$ cat src/rtl/pcg_pkg.sv
// Constants, field layout and types for the PLL clock generator
package pcg_pkg;

  // Register placement and write protection
  localparam logic [31:0] REG_ADDR_MAIN  = 32'hFFFFF70A;
  localparam logic [31:0] REG_ADDR_ALT   = 32'hFFFFF70B;
  localparam logic [7:0]  WRITE_KEY      = 8'h3C;
  localparam logic [7:0]  REG_RESET      = 8'h01;

  // Field positions inside the control register
  localparam int          MULT_SEL_BIT   = 7;
  localparam int          MSTOP_MSB      = 3;
  localparam int          MSTOP_LSB      = 0;

  // Access size codes on the register port
  localparam logic [1:0]  SIZE_BYTE      = 2'h0;
  localparam logic [1:0]  SIZE_WORD      = 2'h1;
  localparam logic [1:0]  SIZE_LONG      = 2'h2;

  // Period measurement and phase accumulator widths
  localparam int          PERIOD_W       = 16;
  localparam int          ACC_W          = 17;
  localparam int          STEP_W         = 5;

  // Toggles per input period: two per output cycle times the factor
  localparam logic [4:0]  STEP_X4        = 5'h08;
  localparam logic [4:0]  STEP_X8        = 5'h10;
  localparam logic [4:0]  STEP_PERIPH    = 5'h04;

  // Control register image
  typedef struct packed {
    logic       mult_sel;
    logic [2:0] rsvd;
    logic [3:0] mstop;
  } pcg_reg_s;

  // Reference lock tracking, Gray along the usual path
  typedef enum logic [1:0] {
    LK_IDLE   = 2'b00,
    LK_FIRST  = 2'b01,
    LK_LOCKED = 2'b11
  } pcg_lock_e;

  // Address match for the control register byte pair
  function automatic logic pcg_is_reg(input logic [31:0] addr);
    pcg_is_reg = (addr == REG_ADDR_MAIN) || (addr == REG_ADDR_ALT);
  endfunction : pcg_is_reg

endpackage : pcg_pkg

$ cat src/rtl/pcg_clock_generator.sv
// PLL clock generator: reference tracking, multiplier and control register
//
// Overview of operation
// RL1: The oscillator stage follows the input pin clock at its own rate.
// RL2: Crystal or external clock on the input pin are both accepted.
// RL3: Multiplier select 0 (reset) gives four times, 1 gives eight times.
// RL4: The peripheral clock is always twice the input clock.
// RL5: The system clock output pin carries the peripheral clock.
// RL6: Internal clock feeds bus masters, peripheral clock the peripherals.
// RL7: The source keeps the input clock between 5 and 10 MHz.
// RL8: No clocks are produced in software or hardware standby.
// RL9: Power-on reset loads the control register with 01.
// RL10: Register is 8 bits: select, three read-only zeros, four stop bits.
// RL11: A write lands only as a word access carrying the key in its top byte.
// RL12: Byte and long writes are ignored and the contents kept.
// RL13: Software reads the register with byte accesses only.
// RL14: Word writes go to the register address, reads act as ordinary.
// RL15: Software quiesces DMA, trace and interrupts around a select change.
// RL16: A wrong key leaves the register alone; switching makes no runt pulse.
`timescale 1ns/100ps
module pcg_clock_generator (
  // Clock and power-on reset
  input  wire logic        CLK,
  input  wire logic        RST_N,
  // Oscillator pins
  input  wire logic        CLOCK_INPUT_PIN,
  input  wire logic        CRYSTAL_PIN,
  // Standby requests
  input  wire logic        SOFTWARE_STANDBY,
  input  wire logic        HARDWARE_STANDBY,
  // Register port
  input  wire logic [31:0] REG_ADDR,
  input  wire logic [1:0]  REG_SIZE,
  input  wire logic        REG_WR,
  input  wire logic        REG_RD,
  input  wire logic [15:0] REG_WDATA,
  output logic      [7:0]  REG_RDATA,
  // Generated clocks
  output logic             INTERNAL_CLOCK,
  output logic             PERIPHERAL_CLOCK,
  output logic             SYSTEM_CLOCK_OUTPUT,
  // Control and status
  output logic             INTERNAL_CLOCK_MULTIPLIER_SELECT,
  output logic      [3:0]  MODULE_STOP,
  output logic             CLOCK_LOCKED,
  output logic             CRYSTAL_SOURCE
);

  pcg_pkg::pcg_reg_s                  reg_q;
  pcg_pkg::pcg_reg_s                  reg_d;
  logic [7:0]                         rdata_q;
  logic [7:0]                         rdata_d;
  logic                               wr_hit;
  logic                               key_ok;
  logic                               rd_ok;
  logic                               in_q;
  logic                               rise;
  logic                               fall;
  logic [pcg_pkg::PERIOD_W-1:0]       cnt_q;
  logic [pcg_pkg::PERIOD_W-1:0]       cnt_d;
  logic [pcg_pkg::PERIOD_W-1:0]       period_q;
  logic [pcg_pkg::PERIOD_W-1:0]       period_d;
  pcg_pkg::pcg_lock_e                 lock_q;
  pcg_pkg::pcg_lock_e                 lock_d;
  logic                               crystal_pin_hi_q;
  logic                               crystal_pin_hi_d;
  logic                               crys_q;
  logic                               crys_d;
  logic                               mult_q;
  logic                               mult_d;
  logic                               standby;
  logic                               clear;
  logic [pcg_pkg::STEP_W-1:0]         int_step;
  logic                               int_clk;
  logic                               int_tog;
  logic                               per_clk;
  logic                               per_tog;

  // Register write and read decode
  always_comb begin
    wr_hit  = REG_WR && (REG_ADDR == pcg_pkg::REG_ADDR_MAIN)
              && (REG_SIZE == pcg_pkg::SIZE_WORD);            // see RL14 RL12
    key_ok  = REG_WDATA[15:8] == pcg_pkg::WRITE_KEY;           // see RL11 RL16
    rd_ok   = pcg_pkg::pcg_is_reg(REG_ADDR)
              && (REG_SIZE == pcg_pkg::SIZE_BYTE);
    reg_d   = reg_q;
    if (wr_hit && key_ok) begin
      reg_d.mult_sel = REG_WDATA[pcg_pkg::MULT_SEL_BIT];       // see RL11
      reg_d.rsvd     = 3'h0;                                  // see RL10
      reg_d.mstop    = REG_WDATA[pcg_pkg::MSTOP_MSB:pcg_pkg::MSTOP_LSB];
    end
    // Wider reads return zero rather than a torn image
    rdata_d = rdata_q;
    if (REG_RD) begin
      rdata_d = rd_ok ? reg_q : 8'h00;                        // see RL14
    end
  end

  // Register file, set to its reset value only by power-on reset
  always_ff @(posedge CLK or negedge RST_N) begin
    if (!RST_N) begin
      reg_q   <= pcg_pkg::REG_RESET;                          // see RL9
      rdata_q <= 8'h00;
    end else begin
      reg_q   <= reg_d;
      rdata_q <= rdata_d;
    end
  end

  // Oscillator stage edges; the pin is already in the CLK domain
  assign rise    = CLOCK_INPUT_PIN && !in_q;                  // see RL1
  assign fall    = !CLOCK_INPUT_PIN && in_q;
  assign standby = SOFTWARE_STANDBY || HARDWARE_STANDBY;

  // Period measurement, lock tracking and source detection
  always_comb begin
    cnt_d     = (cnt_q == '1) ? cnt_q : cnt_q + 16'h0001;
    period_d  = period_q;
    lock_d    = lock_q;
    crystal_pin_hi_d = crystal_pin_hi_q;
    crys_d    = crys_q;
    // A resonator drives the crystal pin in antiphase to the input pin
    if (fall) begin
      crystal_pin_hi_d = CRYSTAL_PIN;                                // see RL2
    end
    if (rise) begin
      cnt_d    = 16'h0001;
      period_d = cnt_q;                                       // see RL1
      crys_d   = crystal_pin_hi_q && !CRYSTAL_PIN;                   // see RL2
      case (lock_q)
        pcg_pkg::LK_IDLE:   lock_d = pcg_pkg::LK_FIRST;
        pcg_pkg::LK_FIRST:  lock_d = pcg_pkg::LK_LOCKED;
        pcg_pkg::LK_LOCKED: lock_d = pcg_pkg::LK_LOCKED;
        default:            lock_d = pcg_pkg::LK_IDLE;
      endcase
    end
    // Standby stops the generator; the reference is relearnt on exit
    if (standby) begin
      lock_d = pcg_pkg::LK_IDLE;                              // see RL8
    end
  end

  // Period, lock and source registers
  always_ff @(posedge CLK or negedge RST_N) begin
    if (!RST_N) begin
      in_q      <= 1'b0;
      cnt_q     <= '0;
      period_q  <= '1;
      lock_q    <= pcg_pkg::LK_IDLE;
      crystal_pin_hi_q <= 1'b0;
      crys_q    <= 1'b0;
    end else begin
      in_q      <= CLOCK_INPUT_PIN;
      cnt_q     <= cnt_d;
      period_q  <= period_d;
      lock_q    <= lock_d;
      crystal_pin_hi_q <= crystal_pin_hi_d;
      crys_q    <= crys_d;
    end
  end

  // Multiplier changes on a falling internal edge or while clear holds, never mid-pulse
  always_comb begin
    clear    = standby || (lock_q != pcg_pkg::LK_LOCKED);     // see RL8
    mult_d   = mult_q;
    if (clear || (int_tog && int_clk)) begin
      mult_d = reg_q.mult_sel;                                // see RL16
    end
    int_step = mult_q ? pcg_pkg::STEP_X8 : pcg_pkg::STEP_X4;  // see RL3
  end

  // Active multiplier
  always_ff @(posedge CLK or negedge RST_N) begin
    if (!RST_N) begin
      mult_q <= 1'b0;
    end else begin
      mult_q <= mult_d;
    end
  end

  // Bus-master clock; CLK must be well above sixteen times the input
  pcg_nco u_int_nco (
    .CLK     (CLK),
    .RST_N   (RST_N),
    .CLEAR   (clear),
    .STEP    (int_step),
    .PERIOD  (period_q),
    .CLK_OUT (int_clk),
    .TOGGLE  (int_tog)
  );

  // Peripheral clock, fixed at twice the input
  pcg_nco u_per_nco (
    .CLK     (CLK),
    .RST_N   (RST_N),
    .CLEAR   (clear),
    .STEP    (pcg_pkg::STEP_PERIPH),                           // see RL4
    .PERIOD  (period_q),
    .CLK_OUT (per_clk),
    .TOGGLE  (per_tog)
  );

  // Output routing
  assign INTERNAL_CLOCK                   = int_clk;            // see RL6
  assign PERIPHERAL_CLOCK                 = per_clk;            // see RL6
  assign SYSTEM_CLOCK_OUTPUT              = per_clk;            // see RL5
  assign INTERNAL_CLOCK_MULTIPLIER_SELECT = mult_q;
  assign MODULE_STOP                      = reg_q.mstop;        // see RL10
  assign CLOCK_LOCKED                     = lock_q == pcg_pkg::LK_LOCKED;
  assign CRYSTAL_SOURCE                   = crys_q;
  assign REG_RDATA                        = rdata_q;

  // Toggle counts per input period, read only by the checks below
  logic [4:0] itog_q;
  logic [2:0] ptog_q;
  logic       win_q;
  logic       seen_q;
  always_ff @(posedge CLK or negedge RST_N) begin
    if (!RST_N) begin
      itog_q <= 5'h00;
      ptog_q <= 3'h0;
      win_q  <= 1'b0;
      seen_q <= 1'b0;
    end else begin
      seen_q <= 1'b1;
      if (rise) begin
        itog_q <= 5'h00;
        ptog_q <= 3'h0;
        win_q  <= CLOCK_LOCKED && !clear;
      end else begin
        itog_q <= itog_q + 5'(int_tog);
        ptog_q <= ptog_q + 3'(per_tog);
        if (clear || (mult_d != mult_q)) begin
          win_q <= 1'b0;
        end
      end
    end
  end
endmodule : pcg_clock_generator

$ cat src/rtl/pcg_nco.sv
// Phase accumulator that toggles a clock output at a measured rate
`timescale 1ns/100ps
module pcg_nco (
  // Clock and reset
  input  wire logic                         CLK,
  input  wire logic                         RST_N,
  // Control
  input  wire logic                         CLEAR,
  input  wire logic [pcg_pkg::STEP_W-1:0]   STEP,
  input  wire logic [pcg_pkg::PERIOD_W-1:0] PERIOD,
  // Output clock and toggle event
  output logic                              CLK_OUT,
  output logic                              TOGGLE
);

  logic [pcg_pkg::ACC_W-1:0] acc_q;
  logic [pcg_pkg::ACC_W-1:0] acc_d;
  logic [pcg_pkg::ACC_W-1:0] sum;
  logic                      out_q;
  logic                      out_d;
  logic                      hit;

  // Fractional stepping keeps the average rate exact for any period of at least STEP cycles
  always_comb begin
    sum    = acc_q + pcg_pkg::ACC_W'(STEP);
    hit    = sum >= {1'b0, PERIOD};
    acc_d  = hit ? sum - {1'b0, PERIOD} : sum;
    out_d  = out_q ^ hit;
    TOGGLE = hit && !CLEAR;
    if (CLEAR) begin
      acc_d = '0;
      out_d = 1'b0;
    end
  end

  // State registers
  always_ff @(posedge CLK or negedge RST_N) begin
    if (!RST_N) begin
      acc_q <= '0;
      out_q <= 1'b0;
    end else begin
      acc_q <= acc_d;
      out_q <= out_d;
    end
  end

  assign CLK_OUT = out_q;

endmodule : pcg_nco

$ cat config.mk
export PLATFORM = sky130hd
export DESIGN_NAME = pcg_clock_generator
export DESIGN_NICKNAME = d
export VERILOG_FILES = /design/src/rtl/pcg_pkg.sv /design/src/rtl/pcg_clock_generator.sv /design/src/rtl/pcg_nco.sv
export SDC_FILE = /design/constraint.sdc
export NUM_CORES = 1
export LEC_CHECK = 0
export ABC_AREA = 1
export BUFFER_PORTS_ARGS = -buffer_cell sky130_fd_sc_hd__buf_2
export CAP_MARGIN = 20
export CORE_ASPECT_RATIO = 0.6
export CORE_MARGIN = 4
export CORE_UTILIZATION = 40
export DETAILED_ROUTE_END_ITERATION = 7
export PLACE_DENSITY = 0.65
export SKIP_CTS_REPAIR_TIMING = 1
export SYNTH_ARGS = -nofsm -noshare
export SYNTH_HDL_FRONTEND = slang
export SYNTH_SLANG_ARGS = --single-unit
$ cat constraint.sdc
create_clock -name CLK -period 4.2 [get_ports CLK]
set_clock_uncertainty 0.2 [all_clocks]
set_input_delay 0.21 -clock CLK [delete_from_list [all_inputs] [get_ports CLK]]
set_output_delay 0.21 -clock CLK [all_outputs]
set_load 0.05 [all_outputs]
==> flow_summary.yaml, run 1 <==
status:
  outcome: "complete, no violations"
yosys:
  synth_area_per_cell_um2: 7.20
  synth_sequential_area_ratio: 0.336
  synth_ff_type: "dfrtp_1"
  ys_top_cells_by_area: "dfrtp_1 (26%), nand2_1 (14%), ha_1 (7.1%)"
  synth_cells: 879
  yosysWarningCount: 0
  synth_async_sr_flop_share: 1.00
  netlist_area_um2: 6330
  synth_seq_cells: 84
  synth_edf_count: 0
  synth_top_area_share: 0.265
  yosysTopAreaCell: "dfrtp_1"
  synth.distinct_cells: 44
timing:
  timing.final.crit_share: 0.861
  hold_viol_final: 0
  setup_viol: 0
  worstMarginPinSlew_ns: 0.817
  period_minus_slack_ns: 3.61
  fmax_ghz: 0.277
  grt_setup_unrepaired: "false"
  slew_violations: 0
  max_slew_margin: 0.455
  fin_tns_setup_ns: 0
floorplanning:
  die_w_um: 170
  io-pin-count: 76
  start_util: 0.410
  core_um2: 15400
  die_h_um: 105
  rows: 35
  die_area_um2: 18000
placed_design:
  dpl.hpwl_um: 13000
  placed_area_um2: 6810
  place_congestion: 0.924
  io_buffers: 69
power:
  vdd_drop_max_mv: 0.333
  power_mw: 2.80
  p_int_mw: 1.69
  power_density_nw_per_um2: 387
  leakage_nw: 3.73
  pwr-share-comb: 0.376
  p_sw_frac: 0.396
  seq_power_share: 0.317
  clkPwrFrac: 0.307
  power.switching_mw: 1.11
setup_path:
  crit_path_end_kind: "register"
  crit_path_max_fanout: 16
  reg2reg_from: "INTERNAL_CLOCK_MULTIPLIER_SELECT"
  ff2ff_path_depth: 18
  r2r_slack_ns: 0.59
  critPathLaunchType: "register"
  r2r_end: "u_int_nco.acc_q[6]"
  crit_arrival_ns: 3.69
  path_class: "reg2reg"
  required_ns: 4.27
layout:
  fillers: 1552
  syn_to_final_growth_pct: 14.4
  final_net_count: 1051
  seqCellArea_um2: 2120
  stdcell_area_um2: 7240
  drive_gt1_frac: 0.151
  multi_input_area_um2: 3620
  diodes: 0
grt:
  grt_max_degree: 48
  grt_pass1_wl_um: 27800
  grt_pass1_vias: 5355
  grt_overflow: 0
  antenna_found_initial: 0
  grt_usage: 0.194
route:
  drtIter0Drc: 457
  drt-total-wl_um: 16600
  firstDrtPassIters: 5
  viasPerCell: 4.97
  wl_per_cell_um: 14.3
  drc_errors: 0
  vias: 5775
  postRouteAntennaNets: 0
min_path:
  min_from: "REG_WR"
  hold_depth: 5
  hold_path_class: "in2reg"
  min_to: "MODULE_STOP[0]"
clock_network:
  cts_buffer_depth: 2
  cts.clk_slew.worst_paths_ns: 0.07
  cts_inserted_buffers: 9
  cts.sinks: 84
  cts_tree: "yes"
  clock-root-buffer: "clkbuf_16"
  clock_latency_ns: 0.35
  htree_levels: 3
flow_run:
  timing.max_cap.violations: 0
==> placed cells by master (no fill, tap or decap), drive strengths merged <==
cell           n
xor2          28
fa             3
ha            36
buf           72
o21bai         4
a311oi         1
nor3b          2
a21oi         45
dfrtp         67
a31o           1
conb           3
clkinv         2
o21a           1
clkbuf        10
a211oi         1
nand2        258
inv          121
dfstp         17
nand3         63
dlygate4sd3   11
nor2          72
nand3b         9
a31oi          3
bufinv         1
o21ai         65
nor3          16
nor4           5
and2           3
and3           2
xnor2         14
nand4         23
==> synth_stat cells, types with 2 or more instances <==
master,n
a21oi_1,44
a31oi_1,3
and2_1,2
and3_1,2
buf_2,2
buf_4,8
buf_6,2
clkbuf_1,7
dfrtp_1,67
dfstp_2,17
fa_1,3
ha_1,36
inv_1,117
nand2_1,239
nand2_2,16
nand2_4,3
nand3_1,61
nand3b_1,9
nand4_1,23
nor2_1,66
nor2_2,2
nor2_4,2
nor2_8,2
nor3_1,16
nor3b_1,2
nor4_1,5
o21ai_0,55
o21ai_2,9
o21bai_1,4
xnor2_1,14
xor2_1,28
==> power groups by stage <==
stage | Combinational (mW) | Sequential (mW) | Clock [mW]
after floorplan | 0.800 | 0.896 | 0
after global placement | 1.02 | 0.902 | 0
after detailed placement | 1.03 | 0.903 | 0
after CTS | 1.04 | 0.888 | 0.877
after global routing | 1.20 | 0.896 | 0.918
final | 1.05 | 0.888 | 0.861
==> per-stage QoR <==
| stage | hold WS, ns | util | setup slack [ns] | std cells |
|---|---|---|---|---|
| floorplan | -0.286 | - | 0.753 | 881 |
| global placement | 0.0159 | 0.442 | 0.667 | 1135 |
| detailed placement | 0.00766 | 0.442 | 0.623 | 1135 |
| CTS | -0.360 | 0.462 | 0.585 | 1151 |
| global route | 0.0893 | 0.469 | 0.223 | 1162 |
| finish | 0.0746 | 0.469 | 0.585 | 1162 |
==> critical path, stage by stage (launching register included) <==
cell and delay, ns:
dfrtp_1 0.44, inv_1 0.08, ha_1 0.21, fa_1 0.22
nand2_1 0.06, nor2_1 0.25, nand2_1 0.14, nor3_1 0.19
xor2_1 0.31, ha_1 0.35, nand2_1 0.10, nor2_1 0.06
nand4_1 0.11, nand2_1 0.09, a21oi_2 0.16, nand2_4 0.13
nor2_8 0.27, nand2_1 0.11, o21ai_2 0.07
==> flip-flops by register name, indices dropped and copies added (netlist names), 2 cells and up <==
| register | cells |
|---|---|
| MODULE_STOP | 4 |
| lock_q | 2 |
| u_int_nco.acc_q | 17 |
| u_per_nco.acc_q | 17 |
| cnt_q | 16 |
| period_q | 16 |
| REG_RDATA | 5 |
==> metal layers <==
metal / track usage / up-vias / share of wire
met5: 0 / - / 0
met4: 0.0336 / 0 / 0.0078
met3: 0.0431 / 10 / 0.063
met2: 0.253 / 141 / 0.37
met1: 0.320 / 2625 / 0.56
li1: - / 2999 / -
==> layout make-up <==
type,instances,share of cell area
clock inverters,6,0.0109
repair buffers,83,0.0664
inverters,118,0.0612
flip-flops and latches,84,0.293
clock buffers,10,0.0330
well taps,203,0.0351
multi-input cells,658,0.500
==> logic make-up after synthesis <==
logic type      Yosys count  share of synthesized area
xor+xnor                 42                     0.0581
other cells               1                   0.000593
fa+ha+maj                39                     0.0807
buf+inv                 139                     0.0943
flops                    84                      0.336
compound gates          121                      0.106
simple gates            453                      0.325
==> worst max-delay path by stage <==
stage                                     startpoint             endpoint
floorplan           INTERNAL_CLOCK_MULTIPLIER_SELECT  u_int_nco.acc_q[11]
global placement    INTERNAL_CLOCK_MULTIPLIER_SELECT   u_int_nco.acc_q[6]
detailed placement  INTERNAL_CLOCK_MULTIPLIER_SELECT   u_int_nco.acc_q[2]
CTS                 INTERNAL_CLOCK_MULTIPLIER_SELECT   u_int_nco.acc_q[6]
global route        INTERNAL_CLOCK_MULTIPLIER_SELECT   u_int_nco.acc_q[3]
finish              INTERNAL_CLOCK_MULTIPLIER_SELECT   u_int_nco.acc_q[6]
No activity file was read; power rests on OpenSTA's default activity.
==> inputs of run 2 (changes only) <==
- BUFFER_PORTS_ARGS: -buffer_cell sky130_fd_sc_hd__buf_2 -> -buffer_cell sky130_fd_sc_hd__clkbuf_2
- CAP_MARGIN: 20 -> unset
==> flow_summary.yaml, run 2 (same netlist as run 1, synthesis figures left out) <==
route:
  firstDrtPassIters: 6
  drt-total-wl_um: 16600
  drc_errors: 0
  vias: 5822
  viasPerCell: 5.01
  wl_per_cell_um: 14.3
  postRouteAntennaNets: 0
  drtIter0Drc: 374
floorplanning:
  die_w_um: 170
  io-pin-count: 76
  core_um2: 15400
  start_util: 0.410
  die_h_um: 105
  die_area_um2: 18000
  rows: 35
power:
  p_int_mw: 1.62
  power.switching_mw: 1.11
  p_sw_frac: 0.407
  power_density_nw_per_um2: 380
  vdd_drop_max_mv: 0.332
  clkPwrFrac: 0.290
  power_mw: 2.73
  seq_power_share: 0.325
  leakage_nw: 3.71
  pwr-share-comb: 0.385
grt:
  gr-usage-met2: 0.249
  use_met3: 0.0465
  use_met1: 0.316
  grt_overflow: 0
  grt_pass1_vias: 5416
  grt_max_degree: 85
  busiest_layer: "met1"
  grt_usage: 0.192
  antenna_found_initial: 0
  grt_pass1_wl_um: 27700
setup_path:
  timing.critical_path.mode_cell: "nand2_1"
  r2r_end: "u_int_nco.acc_q[6]"
  critPathLaunchType: "register"
  crit_family: "simple AND/OR/NAND/NOR gates"
  crit_buf_inv: 1
  reg2reg_from: "INTERNAL_CLOCK_MULTIPLIER_SELECT"
  critical-path-max-stage-delay_ns: 0.44
  worstPathCellList: "inv_1 > ha_1 > fa_1 > nand2_1 > nor2_1 > nand2_1 > nor3_1 > xor2_1 > ha_1 > nand2_1 > nor2_1 > nand4_1 > nand2_1 > a21oi_2 > nand2_4 > nor2_8 > nand2_1 > o21ai_2"
  ff2ff_path_depth: 18
  required_ns: 4.28
  slowest_stage: "dfrtp_1"
  r2r_slack_ns: 0.56
  path_class: "reg2reg"
  crit_arrival_ns: 3.71
  crit_path_end_kind: "register"
  crit_path_max_fanout: 16
min_path:
  hold_path_class: "in2reg"
  min_from: "REG_WR"
  hold_depth: 5
  min_to: "MODULE_STOP[0]"
timing:
  whs_ns: 0.0740
  fin_tns_setup_ns: 0
  setup_viol: 0
  timing.final.crit_share: 0.866
  slew_violations: 0
  grt_setup_unrepaired: "false"
  max_slew_margin: 0.294
  setup_ws_ns: 0.565
  worstMarginPinSlew_ns: 1.06
  hold_viol_final: 0
  period_minus_slack_ns: 3.64
  fmax_ghz: 0.275
layout:
  final_net_count: 1050
  fillers: 1572
  diodes: 0
  syn_to_final_growth_pct: 13.7
  mostFrequentLayoutCells: "nand2_1 (239), inv_1 (117), clkbuf_2 (68)"
  top_regs: "u_int_nco.acc_q x17, u_per_nco.acc_q x17"
  drive_gt1_frac: 0.149
  stdcell_area_um2: 7200
  mostFrequentLayoutCell: "nand2_1"
clock_network:
  htree_levels: 3
  clock-root-buffer: "clkbuf_16"
  cts.clk_slew.worst_paths_ns: 0.07
  cts.sinks: 84
  cts_tree: "yes"
  cts_buffer_depth: 2
  clock_latency_ns: 0.35
  cts_inserted_buffers: 9
placed_design:
  placed_area_um2: 6800
  io_buffers: 69
  dp_slack_ns: 0.583
  place_congestion: 0.927
  dpl.hpwl_um: 12900
flow_run:
  timing.max_cap.violations: 0
status:
  outcome: "complete, no violations"
-- run 2: changes by cell type in the layout (fill, tap and decap cells not counted), sizes merged --
cell,delta
clkinvlp,+1
bufinv,-1
inv,+1
buf,-69
clkbuf,+68
clkinv,-1
-- run 2: worst min-delay path, cell delays in order --
cell and delay (ns):
clkbuf_2 0.08, nand4_1 0.08, nor2_1 0.10, nand3_1 0.10, nand2_1 0.05
-- run 2: metal layers --
layer	vias to the layer above	routed length [um]	share of wire
met3	13	1140	0.069
met1	2647	9100	0.55
met4	0	115	0.0069
met5	-	0	0
li1	3000	-	-
met2	162	6210	0.37
-- run 2: worst max-delay path by stage --
| stage | startpoint | endpoint | slack, ns | cells after the start |
|---|---|---|---|---|
| after floorplan | INTERNAL_CLOCK_MULTIPLIER_SELECT | u_int_nco.acc_q[11] | 0.75 | 21 |
| after global placement | INTERNAL_CLOCK_MULTIPLIER_SELECT | u_int_nco.acc_q[6] | 0.70 | 18 |
| after detailed placement | INTERNAL_CLOCK_MULTIPLIER_SELECT | u_int_nco.acc_q[0] | 0.58 | 18 |
| after CTS | INTERNAL_CLOCK_MULTIPLIER_SELECT | u_int_nco.acc_q[6] | 0.55 | 18 |
| after global routing | INTERNAL_CLOCK_MULTIPLIER_SELECT | u_int_nco.acc_q[5] | 0.18 | 18 |
| final | INTERNAL_CLOCK_MULTIPLIER_SELECT | u_int_nco.acc_q[6] | 0.56 | 18 |
-- run 2: layout make-up --
class                           instances  area, um2  share of cell area
Inverter                              118        443              0.0616
Timing Repair Buffer                   82        473              0.0657
Sequential cell                        84       2120               0.295
Clock inverter                          6       56.3             0.00782
Clock buffer                           10        229              0.0318
Multi-Input combinational cell        658       3620               0.503
Tap cell                              203        254              0.0353
-- run 2: power by group through the flow --
stage	registers (mW)	logic (mW)	clock network, mW
6_report	0.889	1.05	0.792
5_1_grt	0.893	1.20	0.843
4_1_cts	0.887	1.03	0.808
3_5_place_dp	0.903	1.02	0
3_3_place_gp	0.902	1.02	0
2_1_floorplan	0.896	0.800	0
-- run 2: metrics by stage --
step,cells,utilization
global route,1161,0.467
global placement,1134,0.441
CTS,1150,0.460
detailed placement,1134,0.441
finish,1161,0.467
floorplan,881,-
==> inputs of run 3 (changes only) <==
- REMOVE_ABC_BUFFERS: unset -> 1
- SYNTH_HIERARCHICAL: unset -> 1
==> flow_summary.yaml, run 3 <==
setup_path:
  required_ns: 4.24
  crit_path_start: "INTERNAL_CLOCK_MULTIPLIER_SELECT"
  path_class: "reg2reg"
  crit_family: "simple AND/OR/NAND/NOR gates"
  crit_path_max_fanout: 9
  worstPathCellList: "ha_1 > nand2_1 > inv_1 > nand2_1 > nand3_1 > nand2_1 > nor3_1 > xor2_1 > ha_1 > nand2_1 > nor2_1 > a21oi_1 > nand2_1 > nand2_1 > nand3_4 > nand2_1 > inv_1 > nand2_1 > nand3_1 > nand2_1 > o21ai_0"
  slowest_stage: "dfrtp_1"
  critPathLaunchType: "register"
  timing.critical_path.mode_cell: "nand2_1"
  crit_buf_inv: 2
  crit_path_end_kind: "register"
  reg2reg_from: "INTERNAL_CLOCK_MULTIPLIER_SELECT"
  crit_arrival_ns: 3.81
  critical-path-max-stage-delay_ns: 0.40
floorplanning:
  core_um2: 17300
  start_util: 0.412
  die_area_um2: 20100
  io-pin-count: 76
  die_h_um: 111
  rows: 37
  die_w_um: 180
timing:
  whs_ns: -0.0145
  period_minus_slack_ns: 3.77
  setup_viol: 0
  fin_tns_setup_ns: 0
  max_slew_margin: 0.441
  timing.final.crit_share: 0.898
  setup_ws_ns: 0.429
  slew_violations: 0
  hold_viol_final: 1
  grt_setup_unrepaired: "false"
  fmax_ghz: 0.265
  worstMarginPinSlew_ns: 0.836
layout:
  top_regs: "u_int_nco/acc_q x17, u_per_nco/acc_q x17"
  stdcell_count: 1382
  mostFrequentLayoutCell: "nand2_1"
  syn_to_final_growth_pct: 13.2
  drive_gt1_frac: 0.120
  final_net_count: 1248
  stdcell_area_um2: 8070
  mostFrequentLayoutCells: "nand2_1 (380), inv_1 (167), nand3_1 (77)"
  diodes: 0
  fillers: 1774
  fin_util: 0.466
grt:
  antenna_found_initial: 0
  grt_pass1_vias: 6073
  grt_overflow: 0
  grt_usage: 0.184
  grt_max_degree: 45
  grt_pass1_wl_um: 30300
status:
  outcome: "finished, violations left"
  violations: "negative hold slack"
power:
  power.switching_mw: 0.937
  clkPwrFrac: 0.313
  pwr-share-comb: 0.320
  p_sw_frac: 0.377
  leakage_nw: 4.64
  p_int_mw: 1.55
  power_mw: 2.49
  seq_power_share: 0.368
  power_density_nw_per_um2: 308
  vdd_drop_max_mv: 0.237
route:
  vias: 6640
  postRouteAntennaNets: 0
  drt-total-wl_um: 18200
  firstDrtPassIters: 5
  drtIter0Drc: 522
  wl_per_cell_um: 13.2
  viasPerCell: 4.80
  drc_errors: 0
placed_design:
  dpl.hpwl_um: 14900
  dp_slack_ns: 0.492
  place_congestion: 0.935
  numPlacedInstances: 1356
  io_buffers: 69
  placed_area_um2: 7680
clock_network:
  clock-root-buffer: "clkbuf_16"
  cts.sinks: 84
  cts.clk_slew.worst_paths_ns: 0.07
  htree_levels: 3
  clock_latency_ns: 0.35
  cts_tree: "yes"
  cts_buffer_depth: 2
  cts_inserted_buffers: 9
yosys:
  synth_area_per_cell_um2: 6.72
  synth_cells: 1060
  yosysWarningCount: 6
  netlist_area_um2: 7130
min_path:
  min_from: "HARDWARE_STANDBY"
  hold_path_class: "in2reg"
flow_run:
  timing.max_cap.violations: 0
## run 3: final timing paths
path	to	slack, ns	depth (start not counted)
hold / removal	lock_q[1]	-0.01	4
setup reg to reg	INTERNAL_CLOCK_MULTIPLIER_SELECT	0.43	21
hold reg to reg	period_q[8]	0.27	2
min in group asynchronous	CRYSTAL_SOURCE	0.18	2
setup / recovery	INTERNAL_CLOCK_MULTIPLIER_SELECT	0.43	21
max in group asynchronous	period_q[10]	2.66	3
## run 3: tightest hold or removal path, delay by kind of cell
family | cells | cell delay [ns]
AOI/OAI and AO/OA | 1 | 0.08
and+or+nand+nor | 2 | 0.12
buffers and inverters | 1 | 0.08
## run 3: layout make-up
cell class / count / area, um2 / area share
clock buffer: 9 / 225 / 0.0279
clock inverter: 7 / 58.8 / 0.00729
inverter: 170 / 638 / 0.0791
multi-input combinational: 795 / 4250 / 0.527
sequential: 84 / 2120 / 0.263
tap: 234 / 293 / 0.0363
timing repair buffer: 83 / 478 / 0.0593
## run 3: metal layers
| layer | global-route usage | wire [um] |
|---|---|---|
| met1 | 0.311 | 10300 |
| met2 | 0.237 | 6640 |
| met3 | 0.0281 | 1100 |
| met4 | 0.0418 | 263 |
| met5 | 0 | 0 |
## run 3: power groups by stage
| stage | sequential, mW | clock [mW] | combinational, mW |
|---|---|---|---|
| after floorplan | 0.910 | 0 | 0.565 |
| after global placement | 0.926 | 0 | 0.752 |
| after detailed placement | 0.928 | 0 | 0.769 |
| after CTS | 0.913 | 0.799 | 0.775 |
| after global routing | 0.920 | 0.832 | 0.898 |
| final | 0.914 | 0.779 | 0.795 |
